<file path="src/logic/dtd_pkg.sv">
// constants and carrier types for the dual-tone receiver digital block
package dtd_pkg;
  // tone-group carrier from one frequency meter
  typedef struct packed {
    logic       valid;  // a steady standard tone is present
    logic [1:0] idx;    // which of the four group tones
  } dtd_tone_t;

  // strobed microprocessor port inputs, sampled on clk
  typedef struct packed {
    logic       cs_n;                 // chip select, active low
    logic       rw;                   // 1 read, 0 write
    logic       register_select_bit;  // 0 data, 1 status/control
    logic       bus_strobe_clk;       // bus strobe, may be pulsed only
    logic [3:0] data;                 // data bus input lane
  } dtd_bus_t;

  // nominal tone periods in oscillator ticks (3.5795 MHz / f)
  localparam logic [3:0][15:0] LOW_NOM_TICKS  = {16'h0EDC, 16'h1069, 16'h1229, 16'h1410};
  localparam logic [3:0][15:0] HIGH_NOM_TICKS = {16'h0890, 16'h0977, 16'h0A77, 16'h0B91};
  // no edge after this many ticks means the group has gone quiet
  localparam logic [15:0] LOW_TIMEOUT_TICKS  = 16'h1692;
  localparam logic [15:0] HIGH_TIMEOUT_TICKS = 16'h0D03;
  // tolerance is nominal >> this shift (about 3 percent)
  localparam int TOL_SHIFT = 5;
  // consecutive averaged matches needed before a tone counts
  localparam logic [3:0] AVG_RUN = 4'h4;

  // output latch settling before the delayed steering flag
  localparam int CLK_MHZ    = 125;
  localparam int SETTLE_NS  = 100;
  localparam int SETTLE_CYC = (SETTLE_NS * CLK_MHZ + 999) / 1000;

  // control register a fields
  localparam int CA_TX_EN  = 0;
  localparam int CA_CP     = 1;
  localparam int CA_IRQ_EN = 2;
  localparam int CA_SEL_B  = 3;
  // status register fields
  localparam int ST_IRQ    = 0;
  localparam int ST_TX_RDY = 1;
  localparam int ST_RX_FULL = 2;
  localparam int ST_DSF    = 3;
  localparam logic [3:0] CTRL_RST = 4'h0;
endpackage

</file>
<file path="src/logic/dtd_tone_meter.sv">
// period meter and averaging classifier for one limited tone group
`timescale 1ns/1ps
module dtd_tone_meter
  import dtd_pkg::*;
#(
  parameter logic [3:0][15:0] NOM_TICKS = LOW_NOM_TICKS,
  parameter logic [15:0]      TIMEOUT   = LOW_TIMEOUT_TICKS
) (
  // clock and reset
  input  wire logic clk,
  input  wire logic rst,
  // time base and limited tone
  input  wire logic osc_tick,
  input  wire logic tone_in,
  // result
  output dtd_tone_t tone
);
  logic        tone_prev_reg;  // last comparator level
  logic [15:0] per_cnt_reg;    // ticks since last rising edge
  logic [15:0] last_per_reg;   // previous full period
  logic [1:0]  last_idx_reg;   // class of previous average
  logic        last_hit_reg;   // previous average matched a tone
  logic [3:0]  run_reg;        // consecutive matching averages
  logic        edge_now;
  logic [16:0] sum;
  logic [15:0] avg;
  logic [2:0]  cls;

  // match a period against the four nominals; bit 2 means hit
  function automatic logic [2:0] classify(input logic [15:0] per);
    logic [2:0]  r;
    logic [15:0] tol;
    r = 3'h0;
    for (int i = 0; i < 4; i++) begin
      tol = NOM_TICKS[i] >> TOL_SHIFT;
      if (per >= NOM_TICKS[i] - tol && per <= NOM_TICKS[i] + tol) begin
        r = {1'b1, 2'(i)};
      end
    end
    return r;
  endfunction

  assign edge_now = tone_in & ~tone_prev_reg;
  // average two periods so a single jittered cycle is tolerated
  assign sum = {1'b0, per_cnt_reg} + {1'b0, last_per_reg};
  assign avg = sum[16:1];
  assign cls = classify(avg); // frequency by counting against nominals

  // period counting on oscillator ticks
  always_ff @(posedge clk) begin
    if (rst) begin
      tone_prev_reg <= 1'b0;
      per_cnt_reg   <= 16'h0000;
      last_per_reg  <= 16'h0000;
    end else begin
      tone_prev_reg <= tone_in;
      if (edge_now) begin
        last_per_reg <= per_cnt_reg;
        per_cnt_reg  <= 16'h0000;
      end else if (osc_tick && per_cnt_reg != 16'hFFFF) begin
        per_cnt_reg <= per_cnt_reg + 16'h0001;
      end
    end
  end

  // run of consistent classes; speech rarely holds one long enough
  always_ff @(posedge clk) begin
    if (rst) begin
      run_reg      <= 4'h0;
      last_idx_reg <= 2'h0;
      last_hit_reg <= 1'b0;
    end else if (per_cnt_reg > TIMEOUT) begin
      run_reg      <= 4'h0;  // quiet group drops at once
      last_hit_reg <= 1'b0;
    end else if (edge_now) begin
      last_idx_reg <= cls[1:0];
      last_hit_reg <= cls[2];
      if (!cls[2]) begin
        run_reg <= 4'h0;
      end else if (last_hit_reg && cls[1:0] == last_idx_reg) begin
        if (run_reg != 4'hF) begin
          run_reg <= run_reg + 4'h1;
        end
      end else begin
        run_reg <= 4'h1;
      end
    end
  end

  // registered result
  always_ff @(posedge clk) begin
    if (rst) begin
      tone <= '0;
    end else begin
      tone.valid <= (run_reg >= AVG_RUN) && (per_cnt_reg <= TIMEOUT);
      tone.idx   <= last_idx_reg;
    end
  end
endmodule

</file>
<file path="src/logic/dtd_receiver.sv">
// top of the dual-tone receiver: decoder, steering and strobed host port
// How it works
// - count tone periods, accept only standard pairs
// - average successive periods, demand a steady run
// - early steer high while both groups valid, outside call progress mode
// - early steer drops at once on loss
// - register only after external rc confirms duration
// - read drives data bus, write captures it
// - status, two controls, transmit and receive data
// - port works with strobe pulsed only
// - port keeps up with 2 MHz strobe
// - tone period counters timed from crystal oscillator input
// - control bit selects call progress mode
// - steering threshold loads 4-bit digit code
// - guard output high from registration while early steer high
// - settle delay, flag, interrupt pulled low
`timescale 1ns/1ps
module dtd_receiver
  import dtd_pkg::*;
(
  // clock and reset
  input  wire logic       clk,
  input  wire logic       rst,
  // oscillator pins
  input  wire logic       osc_in,
  output logic            osc_out,
  // limited tone comparators and call progress wave
  input  wire logic       low_tone_in,
  input  wire logic       high_tone_in,
  input  wire logic       cp_wave_in,
  // steering
  output logic            early_steer_out,
  input  wire logic       steer_in,
  output logic            steer_gt_out,
  output logic            steer_gt_oe_n,
  // interrupt or call progress, open drain
  output logic            irq_or_progress_wave_out,
  output logic            irq_or_progress_wave_oe_n,
  // host port
  input  dtd_bus_t        bus,
  output logic [3:0]      data_out,
  output logic            data_oe_n,
  // digit handed to the tone generator
  output logic [3:0]      tx_digit
);
  logic       osc_prev_reg;    // oscillator level one clk ago
  logic       osc_tick;        // one pulse per oscillator cycle
  dtd_tone_t  low_tone;        // low group result
  dtd_tone_t  high_tone;       // high group result
  logic [1:0] pair_lo_reg;     // last valid pair, low index
  logic [1:0] pair_hi_reg;     // last valid pair, high index
  logic       st_prev_reg;     // steering level one clk ago
  logic       regd_reg;        // pair registered, steering still high
  logic [4:0] settle_reg;      // settling counter
  logic       dsf_reg;         // delayed steering flag
  logic [3:0] rx_data_reg;     // receive data register
  logic [3:0] ctrl_a_reg;      // control register a
  logic [3:0] ctrl_b_reg;      // control register b
  logic       sel_b_reg;       // next control write goes to b
  dtd_bus_t   bus_q_reg;       // bus one clk ago
  logic       strobe_fall;
  logic [3:0] status;
  logic       cp_mode;

  // digit code for a low/high index pair
  function automatic logic [3:0] digit_code(input logic [1:0] lo, input logic [1:0] hi);
    case ({lo, hi})
      4'h0: digit_code = 4'h1;
      4'h1: digit_code = 4'h2;
      4'h2: digit_code = 4'h3;
      4'h3: digit_code = 4'hD;
      4'h4: digit_code = 4'h4;
      4'h5: digit_code = 4'h5;
      4'h6: digit_code = 4'h6;
      4'h7: digit_code = 4'hE;
      4'h8: digit_code = 4'h7;
      4'h9: digit_code = 4'h8;
      4'hA: digit_code = 4'h9;
      4'hB: digit_code = 4'hF;
      4'hC: digit_code = 4'hB;
      4'hD: digit_code = 4'hA;
      4'hE: digit_code = 4'hC;
      default: digit_code = 4'h0;
    endcase
  endfunction

  assign osc_tick = osc_in & ~osc_prev_reg; // decoder time base
  assign cp_mode  = ctrl_a_reg[CA_CP];

  // oscillator edge detect and inverting output stage
  always_ff @(posedge clk) begin
    if (rst) begin
      osc_prev_reg <= 1'b0;
      osc_out      <= 1'b1;
    end else begin
      osc_prev_reg <= osc_in;
      osc_out      <= ~osc_in;
    end
  end

  // one meter per tone group
  dtd_tone_meter #(.NOM_TICKS(LOW_NOM_TICKS), .TIMEOUT(LOW_TIMEOUT_TICKS)) u_low (
    .clk      (clk),
    .rst      (rst),
    .osc_tick (osc_tick),
    .tone_in  (low_tone_in),
    .tone     (low_tone)
  );
  dtd_tone_meter #(.NOM_TICKS(HIGH_NOM_TICKS), .TIMEOUT(HIGH_TIMEOUT_TICKS)) u_high (
    .clk      (clk),
    .rst      (rst),
    .osc_tick (osc_tick),
    .tone_in  (high_tone_in),
    .tone     (high_tone)
  );

  // early steering follows the signal condition, no guard
  always_ff @(posedge clk) begin
    if (rst) begin
      early_steer_out <= 1'b0;
      pair_lo_reg     <= 2'h0;
      pair_hi_reg     <= 2'h0;
    end else begin
      // call progress path replaces tone decoding
      early_steer_out <= low_tone.valid & high_tone.valid & ~cp_mode;
      if (low_tone.valid && high_tone.valid) begin
        pair_lo_reg <= low_tone.idx;
        pair_hi_reg <= high_tone.idx;
      end
    end
  end

  // steering threshold registers the pair; rc lives outside
  always_ff @(posedge clk) begin
    if (rst) begin
      st_prev_reg <= 1'b0;
      regd_reg    <= 1'b0;
      rx_data_reg <= 4'h0;
    end else begin
      st_prev_reg <= steer_in;
      if (!steer_in) begin
        regd_reg <= 1'b0; // low steering frees the receiver for a new pair
      end else if (!st_prev_reg) begin
        regd_reg    <= 1'b1;
        rx_data_reg <= digit_code(pair_lo_reg, pair_hi_reg);
      end
    end
  end

  // guard output holds the rc up from registration while early steer stays high
  always_ff @(posedge clk) begin
    if (rst) begin
      steer_gt_out  <= 1'b0;
      steer_gt_oe_n <= 1'b0;
    end else begin
      steer_gt_out  <= (regd_reg | (steer_in & ~st_prev_reg)) & early_steer_out;
      steer_gt_oe_n <= 1'b0; // always driven, the rc resistor isolates it
    end
  end

  // settle delay, then the delayed steering flag
  always_ff @(posedge clk) begin
    if (rst) begin
      settle_reg <= 5'h00;
      dsf_reg    <= 1'b0;
    end else if (!regd_reg) begin
      settle_reg <= 5'h00;
      dsf_reg    <= 1'b0;
    end else if (settle_reg != 5'(SETTLE_CYC)) begin
      settle_reg <= settle_reg + 5'h01;
    end else begin
      dsf_reg <= 1'b1;
    end
  end

  // interrupt pulls low with the flag, or carries the progress wave
  always_ff @(posedge clk) begin
    if (rst) begin
      irq_or_progress_wave_out  <= 1'b0;
      irq_or_progress_wave_oe_n <= 1'b1; // released
    end else begin
      irq_or_progress_wave_out <= 1'b0;
      if (!ctrl_a_reg[CA_IRQ_EN]) begin
        irq_or_progress_wave_oe_n <= 1'b1;
      end else if (cp_mode) begin
        irq_or_progress_wave_oe_n <= cp_wave_in;
      end else begin
        irq_or_progress_wave_oe_n <= ~dsf_reg;
      end
    end
  end

  // port acts on the strobe's falling edge, so a pulsed strobe suffices
  assign strobe_fall = bus_q_reg.bus_strobe_clk & ~bus.bus_strobe_clk;
  assign status = {dsf_reg, dsf_reg, 1'b1, dsf_reg & ctrl_a_reg[CA_IRQ_EN]};

  // bus sample; 2 MHz strobe gives dozens of clk per phase
  always_ff @(posedge clk) begin
    if (rst) begin
      bus_q_reg <= '0;
    end else begin
      bus_q_reg <= bus;
    end
  end

  // register writes on the strobe's falling edge
  always_ff @(posedge clk) begin
    if (rst) begin
      ctrl_a_reg <= CTRL_RST;
      ctrl_b_reg <= CTRL_RST;
      sel_b_reg  <= 1'b0;
      tx_digit   <= 4'h0;
    end else if (strobe_fall && !bus_q_reg.cs_n && !bus_q_reg.rw) begin
      if (!bus_q_reg.register_select_bit) begin
        tx_digit <= bus_q_reg.data;
      end else if (sel_b_reg) begin
        ctrl_b_reg <= bus_q_reg.data;
        sel_b_reg  <= 1'b0;
      end else begin
        ctrl_a_reg <= bus_q_reg.data;
        sel_b_reg  <= bus_q_reg.data[CA_SEL_B];
      end
    end
  end

  // read data driven while selected, reading and strobe high
  always_ff @(posedge clk) begin
    if (rst) begin
      data_out  <= 4'h0;
      data_oe_n <= 1'b1;
    end else begin
      data_oe_n <= ~(~bus.cs_n & bus.rw & bus.bus_strobe_clk);
      data_out  <= bus.register_select_bit ? status : rx_data_reg;
    end
  end
endmodule

</file>
<file path="config.mk">
export PLATFORM = sky130hd
export DESIGN_NAME = dtd_receiver
export DESIGN_NICKNAME = d
export VERILOG_FILES = /design/src/logic/dtd_pkg.sv /design/src/logic/dtd_tone_meter.sv /design/src/logic/dtd_receiver.sv
export SDC_FILE = /design/constraint.sdc
export NUM_CORES = 1
export LEC_CHECK = 0
export BUFFER_PORTS_ARGS = -buffer_cell sky130_fd_sc_hd__buf_4
export CELL_PAD_IN_SITES_DETAIL_PLACEMENT = 1
export CELL_PAD_IN_SITES_GLOBAL_PLACEMENT = 1
export CORE_AREA = 2 2 129 131
export DETAILED_ROUTE_END_ITERATION = 10
export DIE_AREA = 0 0 131 133
export GPL_TIMING_DRIVEN = 0
export PLACE_DENSITY = 0.82
export SLEW_MARGIN = 20
export SYNTH_ARGS = -nofsm -noshare
export SYNTH_HDL_FRONTEND = slang
export SYNTH_SLANG_ARGS = --single-unit
</file>
<file path="constraint.sdc">
create_clock -name clk -period 5.09 [get_ports clk]
set_input_delay 0.2545 -clock clk [delete_from_list [all_inputs] [get_ports clk]]
set_output_delay 0.2545 -clock clk [all_outputs]
set_load 0.01 [all_outputs]
</file>
==> flow_summary.toml, run 1 <==
[floorplan]
die_area_um2 = 17420
io_pins = 30
floorplan.initialDensity_pct = 45.99
core-area_um2 = 16170
chipWidth_um = 131
die_h_um = 133
core.rowCount = 47

[timing]
worst_pin_slew_ns = 1.107
skew_ns = 0.008306
finalSetupTns_ns = 0
relSlewSlack_pct = 25.54
slew_violations = 0
setup_viol = 0
hold_viol = 0
rsz0062_at_grt = "false"
fmax_ghz = 0.2316
min_period_ns = 4.317
period_share_pct = 84.82

[placed_design]
placedCellCount = 1153
hpwl_mm = 14.47
io_buffers = 26
gp_congestion = 0.8204

[detailed_routing]
route.detailed.drc = 0
drt-initial-drc-count = 267
post_drt_wl_per_cell_um = 16.93
drt_pass1_iterations = 4
drtAntennaViolNets = 0
drt-total-wl_mm = 20.06
vias = 6764
viasPerCell = 5.708

[cells_and_area]
drive_above_1_share_pct = 10.16
syn_to_final_growth_pct = 13.80
layout_common_cells = "dfxtp_1, nand2_1, a21oi_1, nor2_1, ha_1"
nets = 1012
finalNonFillerCells = 1185
diodes = 0
nFillCells = 1983
final_common_cell = "dfxtp_1"

[power_and_ir_drop]
p_leak_uw = 0.003286
power_density_nw_per_um2 = 264.4
peakVddDrop_mv = 0.2337

[cts]
clk_path_buf_depth = 2
post_cts_buffers = 0
cts_resized = 0
ctsRootBufferMaster = "clkbuf_16"
htreeDepth = 4
holdBufCountCts = 0
cts_sinks = 127
clk_pin_slew_worst_paths_ns = 0.06
clk_latency_ns = 0.42
cts_tree = "built"
cts_buffers = 17

[grt]
antenna_found_initial = 0
grt_pass1_wl_mm = 33.12
groute.usage.overall_pct = 23.74
grt_overflow = 0
grt_max_degree = 17
grt_pass1_vias = 6782

[setup_path]
cp_slowest_cell = "nor4bb_1"
crit_path_max_incr_delay_ns = 0.72
crit_family = "compound AO/OA/AOI/OAI gates"
cp_max_fo = 7
endpoint_kind = "register"
critPathBufInv = 0
crit_chain = "ha_1, a21oi_1, a21oi_2, o211a_1, nor3_1, and2b_1, nor3_1, nor4bb_1, o21ai_1, a2111oi_4, o21ai_1, a211oi_2"
required_ns = 5.42
critPathLaunchType = "register"
critPathArrivalTime_ns = 4.65
crit_type = "register to register"

[yosys]
async_reset_ff_share_pct = 0
yosys_warnings = 0
synth_edf_count = 0
synthFlopType = "dfxtp_1"
synthCells = 906
yosysSeqAreaShare_pct = 34.19
synth.cell_area_um2 = 7437
ys_ff_latch = 127
synth.distinct_cells = 87
syn_avg_cell_area_um2 = 8.209

[status]
status = "completed"

[hold_path]
hold_class = "input pin to register"

[run]
maxCapViolCount = 0
cells in the mapped netlist (all sizes together) (3+ instances only):
master	n	share of area [%]
dfxtp	127	34
nand2	123	6.2
a21oi	91	6.2
nor2	71	3.6
ha	43	7.2
o21ai	37	2.5
nand3	34	2.3
nor2b	27	2.3
xor2	25	3.0
inv	23	1.2
xnor2	20	2.4
clkbuf	19	0.96
nor3	18	1.2
and3	15	1.3
mux2i	15	2.0
nand2b	15	1.3
nand4	15	1.3
buf	14	1.0
and2	13	1.1
a211oi	10	1.1
a31oi	10	0.84
or3	9	0.84
nor4	8	0.67
o21a	8	0.81
or2	8	0.67
nor3b	7	0.77
o2111ai	7	0.82
a21o	6	0.61
o211ai	6	0.61
mux2	5	0.76
o211a	5	0.67
o31ai	5	0.57
a2111oi	4	0.72
a211o	4	0.47
a221oi	4	0.47
and4	4	0.47
a311oi	3	0.44
a32oi	3	0.56
nand4b	3	0.35
nor4b	3	0.35
nor4bb	3	0.40
o311a	3	0.42
cell families after synthesis:
kind of cell | count (synthesis) | synth area share, %
flip-flops | 127 | 34.19
adder cells (fa/ha/maj) | 45 | 7.773
multiplexers | 20 | 2.776
AND/OR/NAND/NOR | 387 | 26.31
buffers and inverters | 56 | 3.163
XOR/XNOR | 45 | 5.400
AO/OA/AOI/OAI | 225 | 20.34
other | 1 | 0.05042
cell type report:
cell class                 count  area, um^2  share of cell area [%]
inverter                      23       86.33                   1.020
sequential                   127        2542                   30.04
tap                          220       275.3                   3.253
timing repair buffer          26       195.2                   2.306
clock buffer                  20       466.7                   5.514
buffer                        33       148.9                   1.759
clock inverter                12       85.08                   1.005
multi-input combinational    724        4663                   55.10
layer usage:
layer	track usage [%]	up-vias	share of wire, %
met2	41.31	55	50
met1	29.73	3325	46
li1	-	3360	-
met4	7.329	0	1.6
met5	0	-	0
met3	3.922	24	1.8
path summary, 6_finish.rpt:
| path | startpoint | endpoint | slack (ns) | depth (start not counted) |
|---|---|---|---|---|
| min | bus[3] | bus_q_reg[3]$_SDFF_PP0_ | 0.05 | 2 |
| max | u_low.per_cnt_reg[2]$_SDFFE_PP0P_ | u_low.run_reg[2]$_SDFFE_PP0P_ | 0.77 | 12 |
| min reg2reg | ctrl_a_reg[2]$_SDFFE_PP0P_ | irq_or_progress_wave_oe_n$_SDFF_PP1_ | 0.45 | 1 |
| max reg2reg | u_low.per_cnt_reg[2]$_SDFFE_PP0P_ | u_low.run_reg[2]$_SDFFE_PP0P_ | 0.77 | 12 |
power by group:
part           switching (uW)  internal (uW)  leakage (uW)
clock                     463            661      0.000265
combinational            64.0           31.9       0.00199
sequential               10.1           1010       0.00103
metrics by stage:
stage | cell area [um^2] | hold WS [ns] | total power (uW) | worst slack [ns] | utilization (%)
2_1_floorplan | 7441 | 0.3376 | 1093 | 1.579 | -
3_3_place_gp | 7911 | 0.4262 | 1130 | 0.9462 | 48.92
3_5_place_dp | 7911 | 0.4275 | 1133 | 0.8738 | 48.92
4_1_cts | 8463 | 0.03579 | 2257 | 0.8423 | 52.33
5_1_grt | 8463 | 0.04796 | 2310 | 0.4516 | 52.33
6_report | 8463 | 0.05036 | 2238 | 0.7725 | 52.33
No activity file was read; power rests on OpenSTA's default activity.
==> run 2, diff against run 1 <==
- CORE_AREA: 2 2 129 131 -> 2 2 135 137
- DIE_AREA: 0 0 131 133 -> 0 0 137 139
- PLACE_DENSITY: 0.82 -> 0.79
- clock period: 5.09 -> 3.82 ns (I/O delays scaled with it)
==> flow_summary.toml, run 2 (synthesis results as in run 1) <==
[status]
status = "completed"

[setup_path]
crit_path_max_incr_delay_ns = 0.51
cp_slowest_cell = "a2111o_1"
ff2ff_path_depth = 13
cp.depth = 13
cp_common_cell = "a2111oi_4"
critPathArrivalTime_ns = 4.09
required_ns = 4.16
critPathBufInv = 0
crit_chain = "and2_4, fa_2, a211o_1, and3_4, nor3b_4, o22ai_2, a2111o_1, a2111oi_4, o21ai_2, xnor2_2, a2111oi_4, o21ai_1, a211oi_2"
critPathLaunchType = "register"
crit_family = "compound AO/OA/AOI/OAI gates"
crit_type = "register to register"
cp_max_fo = 4
endpoint_kind = "register"

[timing]
worst_pin_slew_ns = 1.004
skew_ns = 0.007344
slew_violations = 0
fmax_ghz = 0.2670
rsz0062_at_grt = "true"
min_period_ns = 3.746
setup_viol = 0
relSlewSlack_pct = 32.47
hold_viol = 0
finalSetupTns_ns = 0
period_share_pct = 98.06
holdWs_ns = 0.009456

[detailed_routing]
viasPerCell = 5.691
drt_pass1_iterations = 4
vias = 6903
route.detailed.drc = 0
post_drt_wl_per_cell_um = 17.58
drt-initial-drc-count = 354
drtAntennaViolNets = 0
drt-total-wl_mm = 21.33

[power_and_ir_drop]
power_density_nw_per_um2 = 347.4
p_leak_uw = 0.003435
peakVddDrop_mv = 0.2241

[grt]
grt_pass1_vias = 7105
antenna_found_initial = 0
grt_pass1_wl_mm = 34.96
grt_max_degree = 17
grt_overflow = 0
groute.usage.overall_pct = 22.68

[cts]
clk_latency_ns = 0.43
htreeDepth = 4
clk_path_buf_depth = 2
cts_sinks = 127
ctsRootBufferMaster = "clkbuf_16"
cts_buffers = 17
clk_pin_slew_worst_paths_ns = 0.06
cts_tree = "built"

[hold_path]
hold_class = "input pin to register"
min_delay_path_depth = 2

[placed_design]
io_buffers = 26
placedCellCount = 1162
gp_congestion = 0.7944
hpwl_mm = 14.83

[cells_and_area]
diodes = 0
nets = 1032
layout_common_cells = "nand2_1, dfxtp_1, a21oi_1, nor2_1, buf_4"
syn_to_final_growth_pct = 20.44
drive_above_1_share_pct = 15.85
finalNonFillerCells = 1213
final_common_cell = "nand2_1"

[run]
maxCapViolCount = 0

[floorplan]
floorplan.initialDensity_pct = 42.12
chipWidth_um = 137
core.rowCount = 49
die_h_um = 139
die_area_um2 = 19040
core-area_um2 = 17660
io_pins = 30
## run 2: changes by cell type in the layout (fill, tap and decap cells not counted), moves of 4 or more
cell | previous run | this run
buf_4 | 29 | 42
dfxtp_1 | 127 | 115
dfxtp_2 | 0 | 11
dlygate4sd3_1 | 0 | 7
ha_1 | 43 | 39
ha_2 | 0 | 4
xnor2_1 | 20 | 16
## run 2: stage by stage
step	area (um^2)	power, uW	util (%)	setup WS, ns
2_1_floorplan	7441	1457	-	0.3093
3_3_place_gp	7923	1507	44.87	-0.3229
3_5_place_dp	7923	1510	44.87	-0.3017
4_1_cts	8773	3124	49.69	0.00008837
5_1_grt	8957	3214	50.73	-0.07093
6_report	8957	3111	50.73	0.07401
## run 2: metal layers
metal	up-vias	GRT usage, %	wire length (um)
li1	3403	-	-
met1	3385	28.12	9564
met2	78	39.72	10870
met3	37	3.289	438
met4	0	7.759	457
met5	-	0	0
## run 2: path summary, 6_finish.rpt
kind / from / slack [ns] / end
worst max-delay path: u_low.last_per_reg[0]$_SDFFE_PP0P_ / 0.07 / u_low.run_reg[2]$_SDFFE_PP0P_
worst min-delay path: bus[2] / 0.009 / bus_q_reg[2]$_SDFF_PP0_
worst max register to register: u_low.last_per_reg[0]$_SDFFE_PP0P_ / 0.07 / u_low.run_reg[2]$_SDFFE_PP0P_
worst min register to register: ctrl_a_reg[2]$_SDFFE_PP0P_ / 0.44 / irq_or_progress_wave_oe_n$_SDFF_PP1_
## run 2: repair_timing
item | CTS | global route
hold endpoints to repair | 7 | 0
hold buffers | 7 | 0
endpoints found under the setup margin | 5 | 8
setup buffers | 6 | 7
gates resized for setup | 31 | 35
pin swaps | 10 | 13
## run 2: layout make-up
class / count / area, um^2
timing repair buffer: 46 / 362.8
inverter: 23 / 86.33
tap: 229 / 286.5
fill: 2126 / 8700
clock buffer: 19 / 452.9
sequential: 127 / 2560
clock inverter: 12 / 135.1
buffer: 33 / 148.9
multi-input combinational: 724 / 4925
## run 2: report_power, final
part	switching (uW)	internal (uW)	total [uW]
sequential	12.4	1340	1350
clock	626	993	1620
combinational	89.8	48.1	138
==> run 3, diff against run 2 <==
- CORE_AREA: 2 2 135 137 -> 2 2 140 142
- DIE_AREA: 0 0 137 139 -> 0 0 142 144
- SKIP_LAST_GASP: not set -> 1
- SYNTH_HIERARCHICAL: not set -> 1
==> flow_summary.toml, run 3 <==
[placed_design]
hpwl_mm = 16.55
placedCellCount = 1284
gp_congestion = 0.8662
io_buffers = 27
place_area_um2 = 8532

[yosys]
yosysMostFrequentCell = "nand2_1"
yosys.area.top_type = "dfxtp_1"
yosys_warnings = 6
synth.distinct_cells = 89
syn_avg_cell_area_um2 = 7.886
synth.cell_area_um2 = 8028
synthFlopType = "dfxtp_1"
yosysSeqAreaShare_pct = 31.67
synthTopCellsByArea = "dfxtp_1, ha_1, nand2_1"
synth_top_area_share_pct = 31.67
synth_common_cells = "nand2_1, dfxtp_1, a21oi_1, nor2_1, o21ai_0"
async_reset_ff_share_pct = 0
ys_ff_latch = 127
synth_edf_count = 0
synthCells = 1018

[floorplan]
floorplan.initialDensity_pct = 42.07
die_area_um2 = 20450
die_h_um = 144
chipWidth_um = 142
io_pins = 30
core.rowCount = 51
core-area_um2 = 19080

[grt]
grt_use_met2_pct = 39.51
grt_pass1_vias = 7598
antenna_found_initial = 1
globalRouteMet1Util_pct = 28.30
busiest_layer = "met2"
grt_max_degree = 17
grt_overflow = 0
groute.usage.overall_pct = 22.39
met3_usage_pct = 3.609
grt_pass1_wl_mm = 37.24

[cts]
cts_tree = "built"
clk_pin_slew_worst_paths_ns = 0.06
htreeDepth = 4
cts_sinks = 127
ctsRootBufferMaster = "clkbuf_16"
clk_latency_ns = 0.43
cts_buffers = 17
clk_path_buf_depth = 2

[cells_and_area]
drive_above_1_share_pct = 16.15
fin_area_um2 = 9676
syn_to_final_growth_pct = 20.53
postLayoutCoreUtil_pct = 50.71
finalNonFillerCells = 1335
nets = 1143
nFillCells = 2284
final_common_cell = "nand2_1"
layout_common_cells = "nand2_1, dfxtp_1, nor2_1, a21oi_1, buf_4"

[hold_path]
hold_class = "input pin to register"
min_delay_path_depth = 2

[power_and_ir_drop]
pwr-share-clk_pct = 51.9
power.switching_uw = 740.2
intPower_uw = 2358
swShare_pct = 23.89
p_leak_uw = 0.003449
power_density_nw_per_um2 = 320.2
pwr-share-comb_pct = 4.4
seqPwrFrac_pct = 43.8
peakVddDrop_mv = 0.2742

[timing]
fmax_ghz = 0.2655
period_share_pct = 98.61
min_period_ns = 3.767
holdWs_ns = 0.03046
relSlewSlack_pct = 42.99
worst_pin_slew_ns = 0.8462
rsz0062_at_grt = "true"
skew_ns = 0.01737
hold_viol = 0
slew_violations = 0
setup_viol = 0

[run]
maxCapViolCount = 0

[setup_path]
cp_max_fo = 7
critPathLaunchType = "register"
endpoint_kind = "register"
crit_type = "register to register"
required_ns = 4.14
critPathArrivalTime_ns = 4.09
ff2ff_path_depth = 13

[detailed_routing]
route.detailed.drc = 0
vias = 7836
drt_pass1_iterations = 5
drt-initial-drc-count = 318
viasPerCell = 5.870
post_drt_wl_per_cell_um = 17.99
drt-total-wl_mm = 24.02
drtAntennaViolNets = 0

[status]
status = "completed"
[run 3: cell count changes after synthesis, sizes merged, moves of 5 or more]
| cell | change |
|---|---|
| nand2b | +5 |
| and2 | -6 |
| mux2i | -8 |
| o21ai | +15 |
| nand3 | +7 |
| nor3b | -5 |
| inv | +8 |
| nand2 | +17 |
| clkbuf | +10 |
| nor2 | +17 |
| a21oi | +10 |
| nor3 | +9 |
| or4 | +6 |
[run 3: path summary, 6_finish.rpt]
path                                            start                              endpoint  slack, ns
hold reg to reg            ctrl_a_reg[2]$_SDFFE_PP0P_  irq_or_progress_wave_oe_n$_SDFF_PP1_       0.43
hold / removal                           high_tone_in       u_high/tone_prev_reg$_SDFF_PP0_       0.03
setup reg to reg  u_high/last_per_reg[4]$_SDFFE_PP0P_        u_high/run_reg[2]$_SDFFE_PP0P_       0.05
setup / recovery  u_high/last_per_reg[4]$_SDFFE_PP0P_        u_high/run_reg[2]$_SDFFE_PP0P_       0.05
[run 3: metal layers]
layer  vias to the layer above  wire [um]
met2                       104      12130
met5                         -          0
met4                         0        420
met3                        33        531
li1                       3816          -
met1                      3883      10930
[run 3: layout make-up]
class                      count  area (um^2)  area share [%]
multi-input combinational    816         5527           57.12
sequential                   127         2557           26.43
clock buffer                  17        425.4           4.397
timing repair buffer          49        387.9           4.009
tap                          238        297.8           3.078
buffer                        42        202.7           2.095
clock inverter                14        158.9           1.642
inverter                      31        116.4           1.203
antenna                        1        2.502         0.02586
[run 3: through the flow]
step,worst slack (ns),total power (uW),TNS [ns]
6_report,0.05300,3098,0
3_5_place_dp,-0.4998,1509,-1.923
5_1_grt,-0.08008,3205,-0.1794
2_1_floorplan,0.3092,1454,0
3_3_place_gp,-0.4605,1504,-1.365
4_1_cts,-0.06618,3123,-0.06618
[run 3: cell families (layout without fill, tap and decap cells)]
kind of cell | Yosys count | in the layout | share of synthesized area [%]
XOR/XNOR | 48 | 48 | 5.237
adder cells (fa/ha/maj) | 45 | 45 | 7.170
buffers and inverters | 76 | 153 | 3.990
AND/OR/NAND/NOR | 435 | 435 | 27.10
multiplexers | 8 | 8 | 1.013
flip-flops | 127 | 127 | 31.67
AO/OA/AOI/OAI | 278 | 278 | 23.77
other | 1 | 3 | 0.04671
[run 3: critical path, stage by stage, from the launching register on]
cell	delay, ns
dfxtp_1	0.31
ha_1	0.30
buf_6	0.15
a21o_4	0.23
a21o_1	0.18
or3_4	0.37
a21o_1	0.20
or3_1	0.34
a221o_1	0.38
or3_1	0.39
a21oi_2	0.20
o21bai_2	0.12
o21bai_4	0.19
a2111oi_4	0.28
[run 3: what timing repair did]
| action | in CTS | in global routing |
|---|---|---|
| resized for setup | 27 | 62 |
| hold buffers | 8 | 0 |
| setup buffers | 1 | 13 |
| pin swaps | 1 | 28 |
| endpoints found under the hold margin | 8 | 0 |
| setup endpoints to repair | 10 | 8 |
[run 3: power by group through the flow]
stage | logic (uW) | clock network, uW | registers [uW]
6_report | 135 | 1610 | 1360
5_1_grt | 149 | 1700 | 1360
4_1_cts | 134 | 1630 | 1360
3_5_place_dp | 125 | 0 | 1380
3_3_place_gp | 121 | 0 | 1380
2_1_floorplan | 73.4 | 0 | 1380
